## config.mk

```make
export PLATFORM = sky130hd
export DESIGN_NAME = adcsq_top
export DESIGN_NICKNAME = d
export VERILOG_FILES = /design/src/pkg/adcsq_pkg.sv /design/src/hw/adcsq_top.sv /design/src/hw/adcsq_clkdiv.sv
export SDC_FILE = /design/constraint.sdc
export NUM_CORES = 1
export LEC_CHECK = 0
export ABC_CLOCK_PERIOD_IN_PS = 5900
export BUFFER_PORTS_ARGS = -buffer_cell sky130_fd_sc_hd__buf_2
export CORE_MARGIN = 2
export CORE_UTILIZATION = 44
export CTS_CLUSTER_DIAMETER = 30
export DETAILED_ROUTE_END_ITERATION = 7
export GPL_ROUTABILITY_DRIVEN = 1
export GPL_TIMING_DRIVEN = 0
export PLACE_DENSITY = 0.68
export SLEW_MARGIN = 15
export SYNTH_ARGS = -nofsm -noshare
export SYNTH_HDL_FRONTEND = slang
export SYNTH_SLANG_ARGS = --single-unit
```

## constraint.sdc

```tcl
create_clock -name clk_i -period 5.9 [get_ports clk_i]
set_clock_uncertainty 0.1 [all_clocks]
set_input_delay 0.59 -clock clk_i [delete_from_list [all_inputs] [get_ports clk_i]]
set_output_delay 0.59 -clock clk_i [all_outputs]
set_load 0.01 [all_outputs]
```

## src/pkg/adcsq_pkg.sv

```systemverilog
// adcsq_pkg: constants and types for the converter sequencer
//
// Behaviour
// 10-bit result from one of eight inputs: six pins, temperature, supply monitor.
// converter clock is 16 MHz divided to 2, 1, 0.5 or 0.25 MHz.
// sample for 2, 4, 6 or 8 converter clocks, then hold.
// conversion lasts three sample periods plus 13 converter clocks.
// single mode and continuous mode restarting right after each finish.
// sample period setting defaults to 2 converter clocks.
// end of conversion raises interrupt and sets pollable completion status.
// accumulate 2, 4, 8 or 16 results; optional interrupt only at end.
// buffer mode conversions are started by a dedicated rate timer.
// buffer mode writes each result as 16-bit DMA word; length up to 2047.
// with wrap, write position returns to start after last word.
// separately enabled half-full, full and overflow interrupts.
// each trigger converts every selected input into consecutive locations; a trigger landing mid-sweep is dropped.
// supply divider enabled only while a supply measurement runs.
// range select: reference or twice reference; reference internal or external.
// comparator hysteresis selectable 0, 10, 20 or 40 mV.
// comparator negative from reference or either pin; positive from either pin.
// comparator output readable, can interrupt, can be disabled entirely.
// in sleep only low-power comparator; selected edge wakes when enabled.
// software selects external pins as negative source before sleep.
// monitor compares each result to thresholds, interrupts, drives a pin.
// monitor conditions: below, above, inside inclusive, outside.
// completion flag stays set until acknowledged; new completion sets again.
// without wrap, result after full is discarded and overflow flagged.
package adcsq_pkg;

	localparam int          ADCSQ_RES_W      = 10;
	localparam int          ADCSQ_NCH        = 8;
	localparam int          ADCSQ_WORD_W     = 16;
	localparam int          ADCSQ_BUF_W      = 11;
	localparam int          ADCSQ_ACC_W      = 14;
	localparam int          ADCSQ_SRC_MHZ    = 16;
	localparam int          ADCSQ_CONV_FIXED = 13;
	localparam int          ADCSQ_CONV_MULT  = 3;
	localparam logic [1:0]  ADCSQ_SAMP_RST   = 2'h0;
	localparam logic [2:0]  ADCSQ_CH_SUPPLY  = 3'h7;
	localparam logic [2:0]  ADCSQ_CH_TEMP    = 3'h6;
	localparam logic [10:0] ADCSQ_BUF_MAX    = 11'h7FF;

	typedef enum logic [1:0] {
		ADCSQ_MON_BELOW,
		ADCSQ_MON_ABOVE,
		ADCSQ_MON_INSIDE,
		ADCSQ_MON_OUTSIDE
	} adcsq_mon_t;

	typedef struct packed {
		logic [1:0]  hyst;
		logic [1:0]  neg_sel;
		logic        pos_sel;
		logic        enable;
		logic        low_power;
		logic        wake_en;
		logic        wake_rising;
	} adcsq_cmp_cfg_t;

	typedef struct packed {
		logic                    valid;
		logic [ADCSQ_WORD_W-1:0] data;
		logic [ADCSQ_BUF_W-1:0]  index;
	} adcsq_dma_t;

endpackage : adcsq_pkg

```

## src/hw/adcsq_top.sv

```systemverilog
// adcsq_top: converter sequencer, accumulator, buffer, monitor, comparator control
`timescale 1ns/1ps
module adcsq_top
	import adcsq_pkg::*;
#(
	parameter int BUF_W = ADCSQ_BUF_W
) (
	input  wire logic                    clk_i,
	input  wire logic                    rst_i,
	// conversion control
	input  wire logic                    enable_i,
	input  wire logic                    start_i,
	input  wire logic                    continuous_i,
	input  wire logic [2:0]              channel_i,
	input  wire logic [1:0]              clk_div_i,
	input  wire logic [1:0]              samp_sel_i,
	input  wire logic                    range_double_i,
	input  wire logic                    ref_external_i,
	input  wire logic [1:0]              acc_sel_i,
	input  wire logic                    acc_en_i,
	input  wire logic                    acc_int_only_i,
	input  wire logic                    done_ack_i,
	// analog core
	input  wire logic                    conv_ready_i,
	input  wire logic [ADCSQ_RES_W-1:0]  conversion_result_i,
	output logic                         sample_o,
	output logic                         hold_o,
	output logic [2:0]                   mux_sel_o,
	output logic                         supply_div_en_o,
	output logic                         range_double_o,
	output logic                         ref_external_o,
	output logic [ADCSQ_RES_W-1:0]       result_o,
	output logic [ADCSQ_ACC_W-1:0]       acc_sum_o,
	output logic                         done_o,
	output logic                         eoc_irq_o,
	// sample buffer
	input  wire logic                    buf_mode_i,
	input  wire logic [15:0]             timer_period_i,
	input  wire logic [ADCSQ_NCH-1:0]    buf_ch_mask_i,
	input  wire logic [BUF_W-1:0]        buf_len_i,
	input  wire logic                    buf_wrap_i,
	input  wire logic                    buf_half_ie_i,
	input  wire logic                    buf_full_ie_i,
	input  wire logic                    buf_ovf_ie_i,
	input  wire logic                    buf_clr_i,
	output adcsq_dma_t                   dma_o,
	output logic                         buf_half_irq_o,
	output logic                         buf_full_irq_o,
	output logic                         buf_ovf_irq_o,
	// digital monitor
	input  wire logic [ADCSQ_RES_W-1:0]  monitor_upper_threshold_i,
	input  wire logic [ADCSQ_RES_W-1:0]  monitor_lower_threshold_i,
	input  wire adcsq_mon_t              mon_cond_i,
	input  wire logic                    mon_ie_i,
	output logic                         monitor_output_pin_o,
	output logic                         mon_irq_o,
	// analog comparator
	input  wire adcsq_cmp_cfg_t          cmp_cfg_i,
	input  wire logic                    sleep_i,
	input  wire logic                    analog_comparator_i,
	input  wire logic                    cmp_ie_i,
	output adcsq_cmp_cfg_t               cmp_ctl_o,
	output logic                         cmp_state_o,
	output logic                         cmp_irq_o,
	output logic                         wake_o
);

	typedef enum logic [1:0] {
		ST_IDLE,
		ST_SAMPLE,
		ST_CONV
	} adcsq_state_t;

	adcsq_state_t          state_q;
	logic                  tick;
	logic [5:0]            cyc_q;
	logic [4:0]            samp_cyc;
	logic [5:0]            conv_cyc;
	logic                  finish;
	logic [ADCSQ_RES_W-1:0] res_q;
	logic                  go;
	logic [2:0]            ch_q;
	logic                  seq_busy_q;
	logic [ADCSQ_NCH-1:0]  pend_q;
	logic [2:0]            next_ch;
	logic                  next_any;

	// sample clocks: 2, 4, 6, 8
	function automatic logic [4:0] samp_len(input logic [1:0] sel);
		return {2'h0, sel, 1'b0} + 5'h2;
	endfunction : samp_len

	function automatic logic mon_hit(input logic [ADCSQ_RES_W-1:0] v,
	                                 input logic [ADCSQ_RES_W-1:0] lo,
	                                 input logic [ADCSQ_RES_W-1:0] hi,
	                                 input adcsq_mon_t c);
		logic below;
		logic above;
		below = v < lo;
		above = v > hi;
		case (c)
			ADCSQ_MON_BELOW:  return below;
			ADCSQ_MON_ABOVE:  return above;
			ADCSQ_MON_INSIDE: return !below && !above;
			default:          return below || above;
		endcase
	endfunction : mon_hit

	assign samp_cyc = samp_len(samp_sel_i);
	// conversion total = 3 * sample + 13 converter clocks
	assign conv_cyc = 6'(ADCSQ_CONV_MULT) * {1'b0, samp_cyc} + 6'(ADCSQ_CONV_FIXED);

	adcsq_clkdiv u_div (
		.clk_i     (clk_i),
		.rst_i     (rst_i),
		.run_i     (enable_i),
		.div_sel_i (clk_div_i),
		.tick_o    (tick)
	);

	// ------------------------------------------------------------
	// trigger timer and channel sequencing
	// ------------------------------------------------------------
	logic [15:0] tmr_q;
	logic        trig;

	assign trig = buf_mode_i && enable_i && (tmr_q == timer_period_i);

	always_ff @(posedge clk_i) begin
		if (rst_i || !buf_mode_i || !enable_i) begin
			tmr_q <= 16'h0;
		end else begin
			tmr_q <= trig ? 16'h0 : tmr_q + 16'h1;
		end
	end

	always_comb begin
		next_ch  = 3'h0;
		next_any = 1'b0;
		for (int i = ADCSQ_NCH - 1; i >= 0; i--) begin
			if (pend_q[i]) begin
				next_ch  = 3'(i);
				next_any = 1'b1;
			end
		end
	end

	// a trigger landing mid-sweep is dropped; the sweep must end first
	always_ff @(posedge clk_i) begin
		if (rst_i || !buf_mode_i) begin
			pend_q     <= '0;
			seq_busy_q <= 1'b0;
		end else if (trig && !seq_busy_q) begin
			pend_q     <= buf_ch_mask_i;
			seq_busy_q <= |buf_ch_mask_i;
		end else if (state_q == ST_IDLE && next_any) begin
			pend_q[next_ch] <= 1'b0;
		end else if (state_q == ST_IDLE && !next_any) begin
			seq_busy_q <= 1'b0;
		end
	end

	// software start only outside buffer mode
	assign go = enable_i && (buf_mode_i ? next_any
	                                    : (start_i || continuous_i));

	// ------------------------------------------------------------
	// conversion state machine
	// ------------------------------------------------------------
	assign finish = (state_q == ST_CONV) && tick && (cyc_q == conv_cyc - 6'h1) && conv_ready_i;

	always_ff @(posedge clk_i) begin
		if (rst_i || !enable_i) begin
			state_q <= ST_IDLE;
			cyc_q   <= 6'h0;
			ch_q    <= 3'h0;
		end else begin
			case (state_q)
				ST_IDLE: begin
					cyc_q <= 6'h0;
					if (go) begin
						state_q <= ST_SAMPLE;
						ch_q    <= buf_mode_i ? next_ch : channel_i;
					end
				end
				ST_SAMPLE: begin
					if (tick) begin
						cyc_q <= cyc_q + 6'h1;
						if (cyc_q == {1'b0, samp_cyc} - 6'h1) begin
							state_q <= ST_CONV;
						end
					end
				end
				ST_CONV: begin
					if (tick && cyc_q != conv_cyc - 6'h1) begin
						cyc_q <= cyc_q + 6'h1;
					end
					if (finish) begin
						state_q <= ST_IDLE;
					end
				end
				default: state_q <= ST_IDLE;
			endcase
		end
	end

	always_ff @(posedge clk_i) begin
		if (rst_i) begin
			sample_o        <= 1'b0;
			hold_o          <= 1'b0;
			mux_sel_o       <= 3'h0;
			supply_div_en_o <= 1'b0;
			range_double_o  <= 1'b0;
			ref_external_o  <= 1'b0;
		end else begin
			sample_o        <= state_q == ST_SAMPLE;
			hold_o          <= state_q == ST_CONV;
			mux_sel_o       <= ch_q;
			// divider draws current, so power it only during its own conversion
			supply_div_en_o <= state_q != ST_IDLE && ch_q == ADCSQ_CH_SUPPLY;
			range_double_o  <= range_double_i;
			ref_external_o  <= ref_external_i;
		end
	end

	// ------------------------------------------------------------
	// result, accumulator, completion
	// ------------------------------------------------------------
	logic [4:0] acc_cnt_q;
	logic [4:0] acc_target;
	logic       acc_last;

	assign acc_target = 5'h2 << acc_sel_i;
	assign acc_last   = acc_cnt_q == acc_target - 5'h1;

	always_ff @(posedge clk_i) begin
		if (rst_i) begin
			res_q     <= '0;
			result_o  <= '0;
			acc_sum_o <= '0;
			acc_cnt_q <= 5'h0;
		end else if (finish) begin
			res_q    <= conversion_result_i;
			result_o <= conversion_result_i;
			if (acc_en_i) begin
				// first sample of a batch restarts the sum; software scales it
				acc_sum_o <= (acc_cnt_q == 5'h0 ? '0 : acc_sum_o)
				             + ADCSQ_ACC_W'(conversion_result_i);
				acc_cnt_q <= acc_last ? 5'h0 : acc_cnt_q + 5'h1;
			end
		end
		if (!acc_en_i) begin
			acc_cnt_q <= 5'h0;
		end
	end

	logic eoc_evt;
	assign eoc_evt = finish && (!acc_en_i || !acc_int_only_i || acc_last);

	always_ff @(posedge clk_i) begin
		if (rst_i) begin
			done_o    <= 1'b0;
			eoc_irq_o <= 1'b0;
		end else begin
			// new completion beats a same-cycle acknowledge
			done_o    <= eoc_evt || (done_o && !done_ack_i);
			eoc_irq_o <= eoc_evt;
		end
	end

	// ------------------------------------------------------------
	// sample buffer DMA
	// ------------------------------------------------------------
	logic [BUF_W-1:0] wr_q;
	logic             buf_full_q;
	logic             last_word;

	assign last_word = wr_q == buf_len_i - BUF_W'(1);

	always_ff @(posedge clk_i) begin
		if (rst_i || buf_clr_i) begin
			wr_q           <= '0;
			buf_full_q     <= 1'b0;
			dma_o          <= '0;
			buf_half_irq_o <= 1'b0;
			buf_full_irq_o <= 1'b0;
			buf_ovf_irq_o  <= 1'b0;
		end else begin
			dma_o.valid    <= 1'b0;
			buf_half_irq_o <= 1'b0;
			buf_full_irq_o <= 1'b0;
			buf_ovf_irq_o  <= 1'b0;
			if (finish && buf_mode_i) begin
				if (buf_full_q && !buf_wrap_i) begin
					buf_ovf_irq_o <= buf_ovf_ie_i;
				end else begin
					dma_o.valid <= 1'b1;
					dma_o.data  <= ADCSQ_WORD_W'(conversion_result_i);
					dma_o.index <= wr_q;
					if (wr_q == (buf_len_i >> 1) - BUF_W'(1)) begin
						buf_half_irq_o <= buf_half_ie_i;
					end
					if (last_word) begin
						buf_full_irq_o <= buf_full_ie_i;
						buf_full_q     <= !buf_wrap_i;
						wr_q           <= '0;
					end else begin
						wr_q <= wr_q + BUF_W'(1);
					end
				end
			end
		end
	end

	// ------------------------------------------------------------
	// digital monitor
	// ------------------------------------------------------------
	always_ff @(posedge clk_i) begin
		if (rst_i) begin
			monitor_output_pin_o <= 1'b0;
			mon_irq_o            <= 1'b0;
		end else if (finish) begin
			monitor_output_pin_o <= mon_hit(conversion_result_i, monitor_lower_threshold_i,
			                                monitor_upper_threshold_i, mon_cond_i);
			mon_irq_o            <= mon_ie_i && mon_hit(conversion_result_i,
			                                monitor_lower_threshold_i,
			                                monitor_upper_threshold_i, mon_cond_i);
		end else begin
			mon_irq_o <= 1'b0;
		end
	end

	// ------------------------------------------------------------
	// comparator control
	// ------------------------------------------------------------
	logic [2:0] cmp_sync_q;
	logic       cmp_now;

	always_ff @(posedge clk_i) begin
		if (rst_i) begin
			cmp_sync_q <= 3'h0;
		end else begin
			cmp_sync_q <= {cmp_sync_q[1:0], analog_comparator_i};
		end
	end

	// accept a change once the second and third stages agree
	assign cmp_now = (cmp_sync_q[2] == cmp_sync_q[1]) ? cmp_sync_q[1] : cmp_state_o;

	always_ff @(posedge clk_i) begin
		if (rst_i) begin
			cmp_ctl_o   <= '0;
			cmp_state_o <= 1'b0;
			cmp_irq_o   <= 1'b0;
			wake_o      <= 1'b0;
		end else begin
			cmp_ctl_o           <= cmp_cfg_i;
			// in sleep force low-power; caller keeps neg source on pins
			cmp_ctl_o.low_power <= cmp_cfg_i.low_power || sleep_i;
			cmp_state_o         <= cmp_cfg_i.enable ? cmp_now : 1'b0;
			cmp_irq_o           <= cmp_cfg_i.enable && cmp_ie_i
			                       && (cmp_now != cmp_state_o);
			wake_o              <= sleep_i && cmp_cfg_i.enable && cmp_cfg_i.wake_en
			                       && (cmp_now != cmp_state_o)
			                       && (cmp_now == cmp_cfg_i.wake_rising);
		end
	end

endmodule : adcsq_top

```

## src/hw/adcsq_clkdiv.sv

```systemverilog
// adcsq_clkdiv: converter clock tick generator
`timescale 1ns/1ps
module adcsq_clkdiv
	import adcsq_pkg::*;
(
	input  wire logic       clk_i,
	input  wire logic       rst_i,
	input  wire logic       run_i,
	input  wire logic [1:0] div_sel_i,
	output logic            tick_o
);
	logic [2:0] cnt_q;
	logic [2:0] top;

	// 16 MHz / 8, 16, 32, 64 gives 2 MHz down to 250 kHz
	always_comb begin
		top = 3'h7;
		case (div_sel_i)
			2'h0:    top = 3'h7;
			2'h1:    top = 3'h7;
			2'h2:    top = 3'h7;
			default: top = 3'h7;
		endcase
	end

	logic [2:0] pre_q;
	logic       pre_tick;
	logic [2:0] pre_top;

	// wrap at or past the top, so switching to a faster setting never runs a stale long count
	assign pre_top = (3'h1 << div_sel_i) - 3'h1;

	always_ff @(posedge clk_i) begin
		if (rst_i || !run_i) begin
			cnt_q <= 3'h0;
		end else begin
			cnt_q <= (cnt_q == top) ? 3'h0 : cnt_q + 3'h1;
		end
	end

	// second stage counts base ticks for the slower settings
	always_ff @(posedge clk_i) begin
		if (rst_i || !run_i) begin
			pre_q <= 3'h0;
		end else if (cnt_q == top) begin
			pre_q <= (pre_q >= pre_top) ? 3'h0 : pre_q + 3'h1;
		end
	end

	assign pre_tick = (cnt_q == top) && (pre_q >= pre_top);

	always_ff @(posedge clk_i) begin
		if (rst_i) begin
			tick_o <= 1'b0;
		end else begin
			tick_o <= run_i && pre_tick;
		end
	end

endmodule : adcsq_clkdiv

```

Word level (Yosys, flattened, before mapping)
Index checks and enable logic that the tools add are counted.
{"block": "op_classes", "shifts": 2, "bitwise_logic": 9, "eq_ne": 22, "order_cmp": 5, "n_reduce_logical": 70, "multipliers": 1, "addsub": 15, "muxes": 42}
{"operator": "3-bit 2-to-1 mux", "count": 10}
{"operator": "28-bit 2-to-1 mux", "count": 1}
{"operator": "1-bit logical AND", "count": 26}
{"operator": "11-bit equality test", "count": 2}
{"operator": "6-bit one-hot mux with 3 select lines", "count": 1}
{"operator": "16-bit by 1-bit adder with 16-bit output (second input constant)", "count": 1}
{"operator": "16-bit equality test", "count": 1}
{"operator": "1-bit 2-to-1 mux", "count": 16}
{"operator": "8-bit 2-to-1 mux", "count": 2}
{"operator": "14-bit by 10-bit adder with 14-bit output", "count": 1}
{"operator": "14-bit 2-to-1 mux", "count": 1}
{"operator": "6-bit equality test", "count": 2}
{"operator": "6-bit 2-to-1 mux", "count": 2}
{"operator": "2-bit OR reduction", "count": 6}
{"operator": "11-bit by 1-bit adder with 11-bit output (second input constant)", "count": 1}
{"operator": "11-bit 2-to-1 mux", "count": 1}
{"operator": "10-bit by 1-bit subtractor with 11-bit output (second input constant)", "count": 1}
{"operator": "11-bit by 1-bit subtractor with 11-bit output (second input constant)", "count": 1}
{"operator": "10-bit > comparator", "count": 1}
{"operator": "1-bit logical NOT", "count": 10}
{"operator": "1-bit logical OR", "count": 10}
{"operator": "10-bit less-than comparator", "count": 1}
{"operator": "8-bit bitwise AND", "count": 1}
{"operator": "2-bit 2-to-1 mux", "count": 4}
{"operator": "other kinds (40)", "count": 63}
{"block": "totals", "elab_cells": 207, "regBits": 136, "input_bits": 106, "output_inout_bits": 79}

Depth between registers and ports, before layout
{"block": "logic_depth", "ltp_word": 16, "mapped_depth": 13, "mapped_depth_nobuf": 12}

Modules after synthesis
From an unflattened synthesis, not the netlist that was laid out.
{"block": "unflattened", "hier_cells": 936, "hier_area_um2": 7708.6}
{"module": "adcsq_top", "cells_each": 896, "area_per_inst_um2": 7294.5, "instances": 1, "seq_area_each_um2": 2582.5}
{"module": "adcsq_clkdiv", "cells_each": 40, "area_per_inst_um2": 414.1, "instances": 1, "seq_area_each_um2": 140.1}

Least setup slack after synthesis
No wires, ideal clock.
{"block": "synth_timing", "path_kind": "register to register", "startpoint": "reg acc_cnt_q[2]", "endpoint": "reg acc_sum_o[8]", "synth_period_minus_slack_ns": 3.416, "setup_ns": 0.132, "required_time_ns": 5.668, "path_stages_with_launch": 13, "path_slack_ns": 2.484, "arrival_time_ns": 3.184, "n_path_buf": 2, "path_cell_list": "dfxtp_1 -> clkbuf_1 -> nor4b_2 -> clkbuf_1 -> nor2b_1 -> ha_1 -> fa_1 -> a211oi_1 -> o21bai_1 -> a2111oi_0 -> nor3_1 -> mux2i_1 -> a21oi_1"}
{"block": "synth_between", "elab_chain_len": 3}
{"item": "start, declared", "line": "adcsq_top.sv:229", "source": "logic [4:0] acc_cnt_q;"}
{"item": "start signal, assigned", "line": "adcsq_top.sv:249", "source": "acc_cnt_q <= acc_last ? 5'h0 : acc_cnt_q + 5'h1;"}
{"item": "5-bit logical NOT", "line": "adcsq_top.sv:247", "source": "acc_sum_o <= (acc_cnt_q == 5'h0 ? '0 : acc_sum_o)"}
{"item": "14-bit 2-to-1 mux", "line": "adcsq_top.sv:247"}
{"item": "14-bit by 10-bit adder with 14-bit output", "line": "adcsq_top.sv:248", "source": "+ ADCSQ_ACC_W'(conversion_result_i);"}
{"item": "end signal, assigned", "line": "adcsq_top.sv:247"}
{"item": "end, declared", "line": "adcsq_top.sv:33", "source": "output logic [ADCSQ_ACC_W-1:0] acc_sum_o,"}
No other way between the ends.
A chain may end at the register's enable or synchronous reset.

Worst setup path after layout
Ends and elaborated chain as after synthesis.

==> metrics.yaml <==
status:
  status: "finished, final reports clean"
clock_network:
  cts_htree_levels: 4
  clk_path_buf_depth: 2
  cts.sink_count: 136
  holdBufCountCts: 0
  cts_root_buffer: "clkbuf_16"
  clkLatencyLatePin_ns: 0.42
  cts_setup_buffers: 0
  cts_inserted_buffers: 17
  cts_tree: "yes"
  cts_resized: 0
  path_clk_slew_ns: 0.06
worst_setup_path:
  cp.required_ns: 6.09
  worstPathMaxFanout: 10
  cp_slowest_stage_delay_ns: 0.77
  start_kind: "flop"
  worstSetupPathType: "flop to flop"
  cp-end-kind: "flop"
  cp_cell_sequence: "clkbuf_1, nor4b_2, clkbuf_1, nor2b_1, ha_1, fa_1, a211oi_1, o21bai_1, a2111oi_0, nor3_1, mux2i_1, a21oi_1"
  crit_path_frequent_cell: "clkbuf_1"
  slowest_stage: "nor4b_2"
  crit_arrival_ns: 4.35
pwr:
  peakVddDrop_mv: 0.226
  power_density_nw_per_um2: 233
  power.leakage_nw: 4.01
  p_seq_frac: 0.423
  clkPwrFrac: 0.490
  power_switching_share: 0.238
  p_sw_mw: 0.523
  intPower_mw: 1.67
  pwr-share-comb: 0.087
layout:
  drive_gt1_frac: 0.208
  finalNonFillerCells: 1371
  fill_cells: 1669
  multi_input_area_um2: 4560
  fin_nets: 1288
  syn2layout_area_growth_pct: 23.2
  register_area_um2: 2720
logic_synthesis:
  synthDistinctLibCells: 66
  syn_inst: 933
  synth_edf_count: 0
  synth_top_flop_cell: "dfxtp_1"
  synth_seq_cells: 136
  syn_area_um2: 7660
  yosysSeqAreaShare: 0.355
  async_flop_share: 0
  syn_area_per_cell_um2: 8.22
  yosys_warnings: 0
sta:
  hold_ws_ns: 0.272
  final.min_clock_period_ns: 4.17
  min_period_over_period: 0.706
  fmax_ghz: 0.240
  hold_violations: 0
  worst_slew_pin_slew_ns: 0.819
  drv_slew: 0
  max_slew_margin: 0.452
  setup_viol: 0
  fin_ws_ns: 1.73
  finalSetupTns_ns: 0
  rsz0062_at_grt: "no"
floorplanning:
  die_y_um: 136
  core_area_um2: 17200
  die_w_um: 136
  io_pins: 185
  start_util: 0.446
  die_area_um2: 18500
  row_count: 48
grt:
  grt_overflow_total: 0
  antenna_found_initial: 1
  grt_pass1_vias: 6586
  groute.usage.overall: 0.219
  grt_max_degree: 17
  grt_pass1_wl_um: 32200
detailed_routing:
  drt_iter0_drc: 355
  vias: 7158
  post_drt_wl_per_cell_um: 14.7
  vias_per_cell: 5.22
  routed_wirelength_um: 20100
  ant_nets: 0
  drt_pass1_iterations: 5
  drc_errors: 0
hold_path:
  hold_path.class: "primary input to flop"
placement:
  dpl_worst_slack_ns: 1.82
  dpl.hpwl_um: 15400
  gp_congestion: 0.850
  placement.io_buffers: 175
  dp.cells: 1338
run:
  cap_viol_max_count: 0
[placed cells by master (no fill, tap or decap), types with 14 or more instances in the layout]
| master | n |
|---|---|
| nor2_1 | 73 |
| nand2_1 | 117 |
| ha_1 | 49 |
| inv_1 | 47 |
| nand4_1 | 21 |
| nand3_1 | 34 |
| o21ai_0 | 21 |
| nor3_1 | 20 |
| a21oi_1 | 76 |
| buf_2 | 176 |
| xor2_1 | 34 |
| and3_1 | 14 |
| clkbuf_1 | 37 |
| dfxtp_1 | 136 |
| clkbuf_16 | 17 |
| nor2b_1 | 44 |
| xnor2_1 | 43 |
[path summary, 6_finish.rpt]
| check | depth (start not counted) | startpoint | slack [ns] | end |
|---|---|---|---|---|
| worst min register to register | 1 | u_div.cnt_q[0]$_SDFF_PP0_ | 0.33 | u_div.cnt_q[0]$_SDFF_PP0_ |
| worst min-delay path | 2 | cmp_cfg_i[7] | 0.27 | cmp_ctl_o[7]$_SDFF_PP0_ |
| worst max-delay path | 12 | acc_cnt_q[2]$_SDFFE_PP0N_ | 1.73 | acc_sum_o[8]$_SDFFE_PP0P_ |
| worst max register to register | 12 | acc_cnt_q[2]$_SDFFE_PP0N_ | 1.73 | acc_sum_o[8]$_SDFFE_PP0P_ |
[power by group through the flow]
stage	clock (mW)	sequential, mW	combinational [mW]
finish	1.08	0.929	0.191
global route	1.14	0.930	0.215
CTS	1.10	0.929	0.191
detailed placement	0	0.949	0.190
global placement	0	0.949	0.188
floorplan	0	0.951	0.107
[state kept, by name, indices dropped and copies added, names as in the netlist, 2 cells and up]
register,count
cyc_q,6
u_div.pre_q,3
pend_q,8
u_div.cnt_q,3
result_o,10
tmr_q,16
cmp_ctl_o,9
dma_o,22
ch_q,3
acc_cnt_q,5
state_q,2
mux_sel_o,3
acc_sum_o,14
cmp_sync_q,3
wr_q,11
[metrics by stage]
| step | util | cell area (µm²) | power, mW |
|---|---|---|---|
| floorplan | - | 7680 | 1.06 |
| global placement | 0.515 | 8840 | 1.14 |
| detailed placement | 0.515 | 8840 | 1.14 |
| CTS | 0.550 | 9440 | 2.22 |
| global route | 0.550 | 9440 | 2.28 |
| finish | 0.550 | 9440 | 2.20 |
[area by class of cell]
type | instances | share of cell area
Multi-Input combinational cell | 706 | 0.483
Sequential cell | 136 | 0.288
Timing Repair Buffer | 175 | 0.0927
Clock buffer | 21 | 0.0509
Tap cell | 225 | 0.0298
Buffer | 49 | 0.0236
Inverter | 47 | 0.0187
Clock inverter | 11 | 0.0127
Antenna cell | 1 | 0.000265
[cell families (layout without fill, tap and decap cells)]
kind of cell,count (synthesis),in the layout,share of synthesized area
other,1,7,0.000489
AOI/OAI and AO/OA,173,173,0.143
xor gates and xnor gates,78,78,0.0911
muxes,13,13,0.0175
DFF,136,136,0.355
and+or+nand+nor,386,386,0.258
adders and majority gates,50,50,0.0826
buffers and inverters,96,303,0.0521
[metal layers]
| layer | global-route usage | vias up | part of all wire |
|---|---|---|---|
| met3 | 0.0496 | 26 | 0.056 |
| met5 | 0 | - | 0 |
| met1 | 0.287 | 3298 | 0.46 |
| met2 | 0.358 | 197 | 0.47 |
| li1 | - | 3637 | - |
| met4 | 0.0723 | 0 | 0.017 |
[synth_stat cells (all sizes together), types with 7 or more instances]
cell type	instances	share of area
a211oi	9	0.0088
a21oi	76	0.050
a31oi	9	0.0073
and3	14	0.011
buf	12	0.011
clkbuf	37	0.018
dfxtp	136	0.36
ha	49	0.080
inv	47	0.023
mux2i	10	0.013
nand2	117	0.057
nand2b	7	0.0057
nand3	34	0.022
nand4	21	0.017
nor2	73	0.036
nor2b	44	0.036
nor3	21	0.014
nor3b	8	0.0093
nor4	9	0.0093
o211ai	10	0.0098
o21ai	22	0.015
or2	8	0.0065
xnor2	43	0.049
xor2	34	0.039
[critical path: cells and delay by family, from the launching register on]
kind / cells / cell delay (ns)
AO/OA/AOI/OAI: 4 / 1.19
AND/OR/NAND/NOR: 3 / 1.00
adder cells (fa/ha/maj): 2 / 0.67
buffers and inverters: 2 / 0.61
flip-flops: 1 / 0.29
multiplexers: 1 / 0.17
Power figures use the tool's default switching activity.
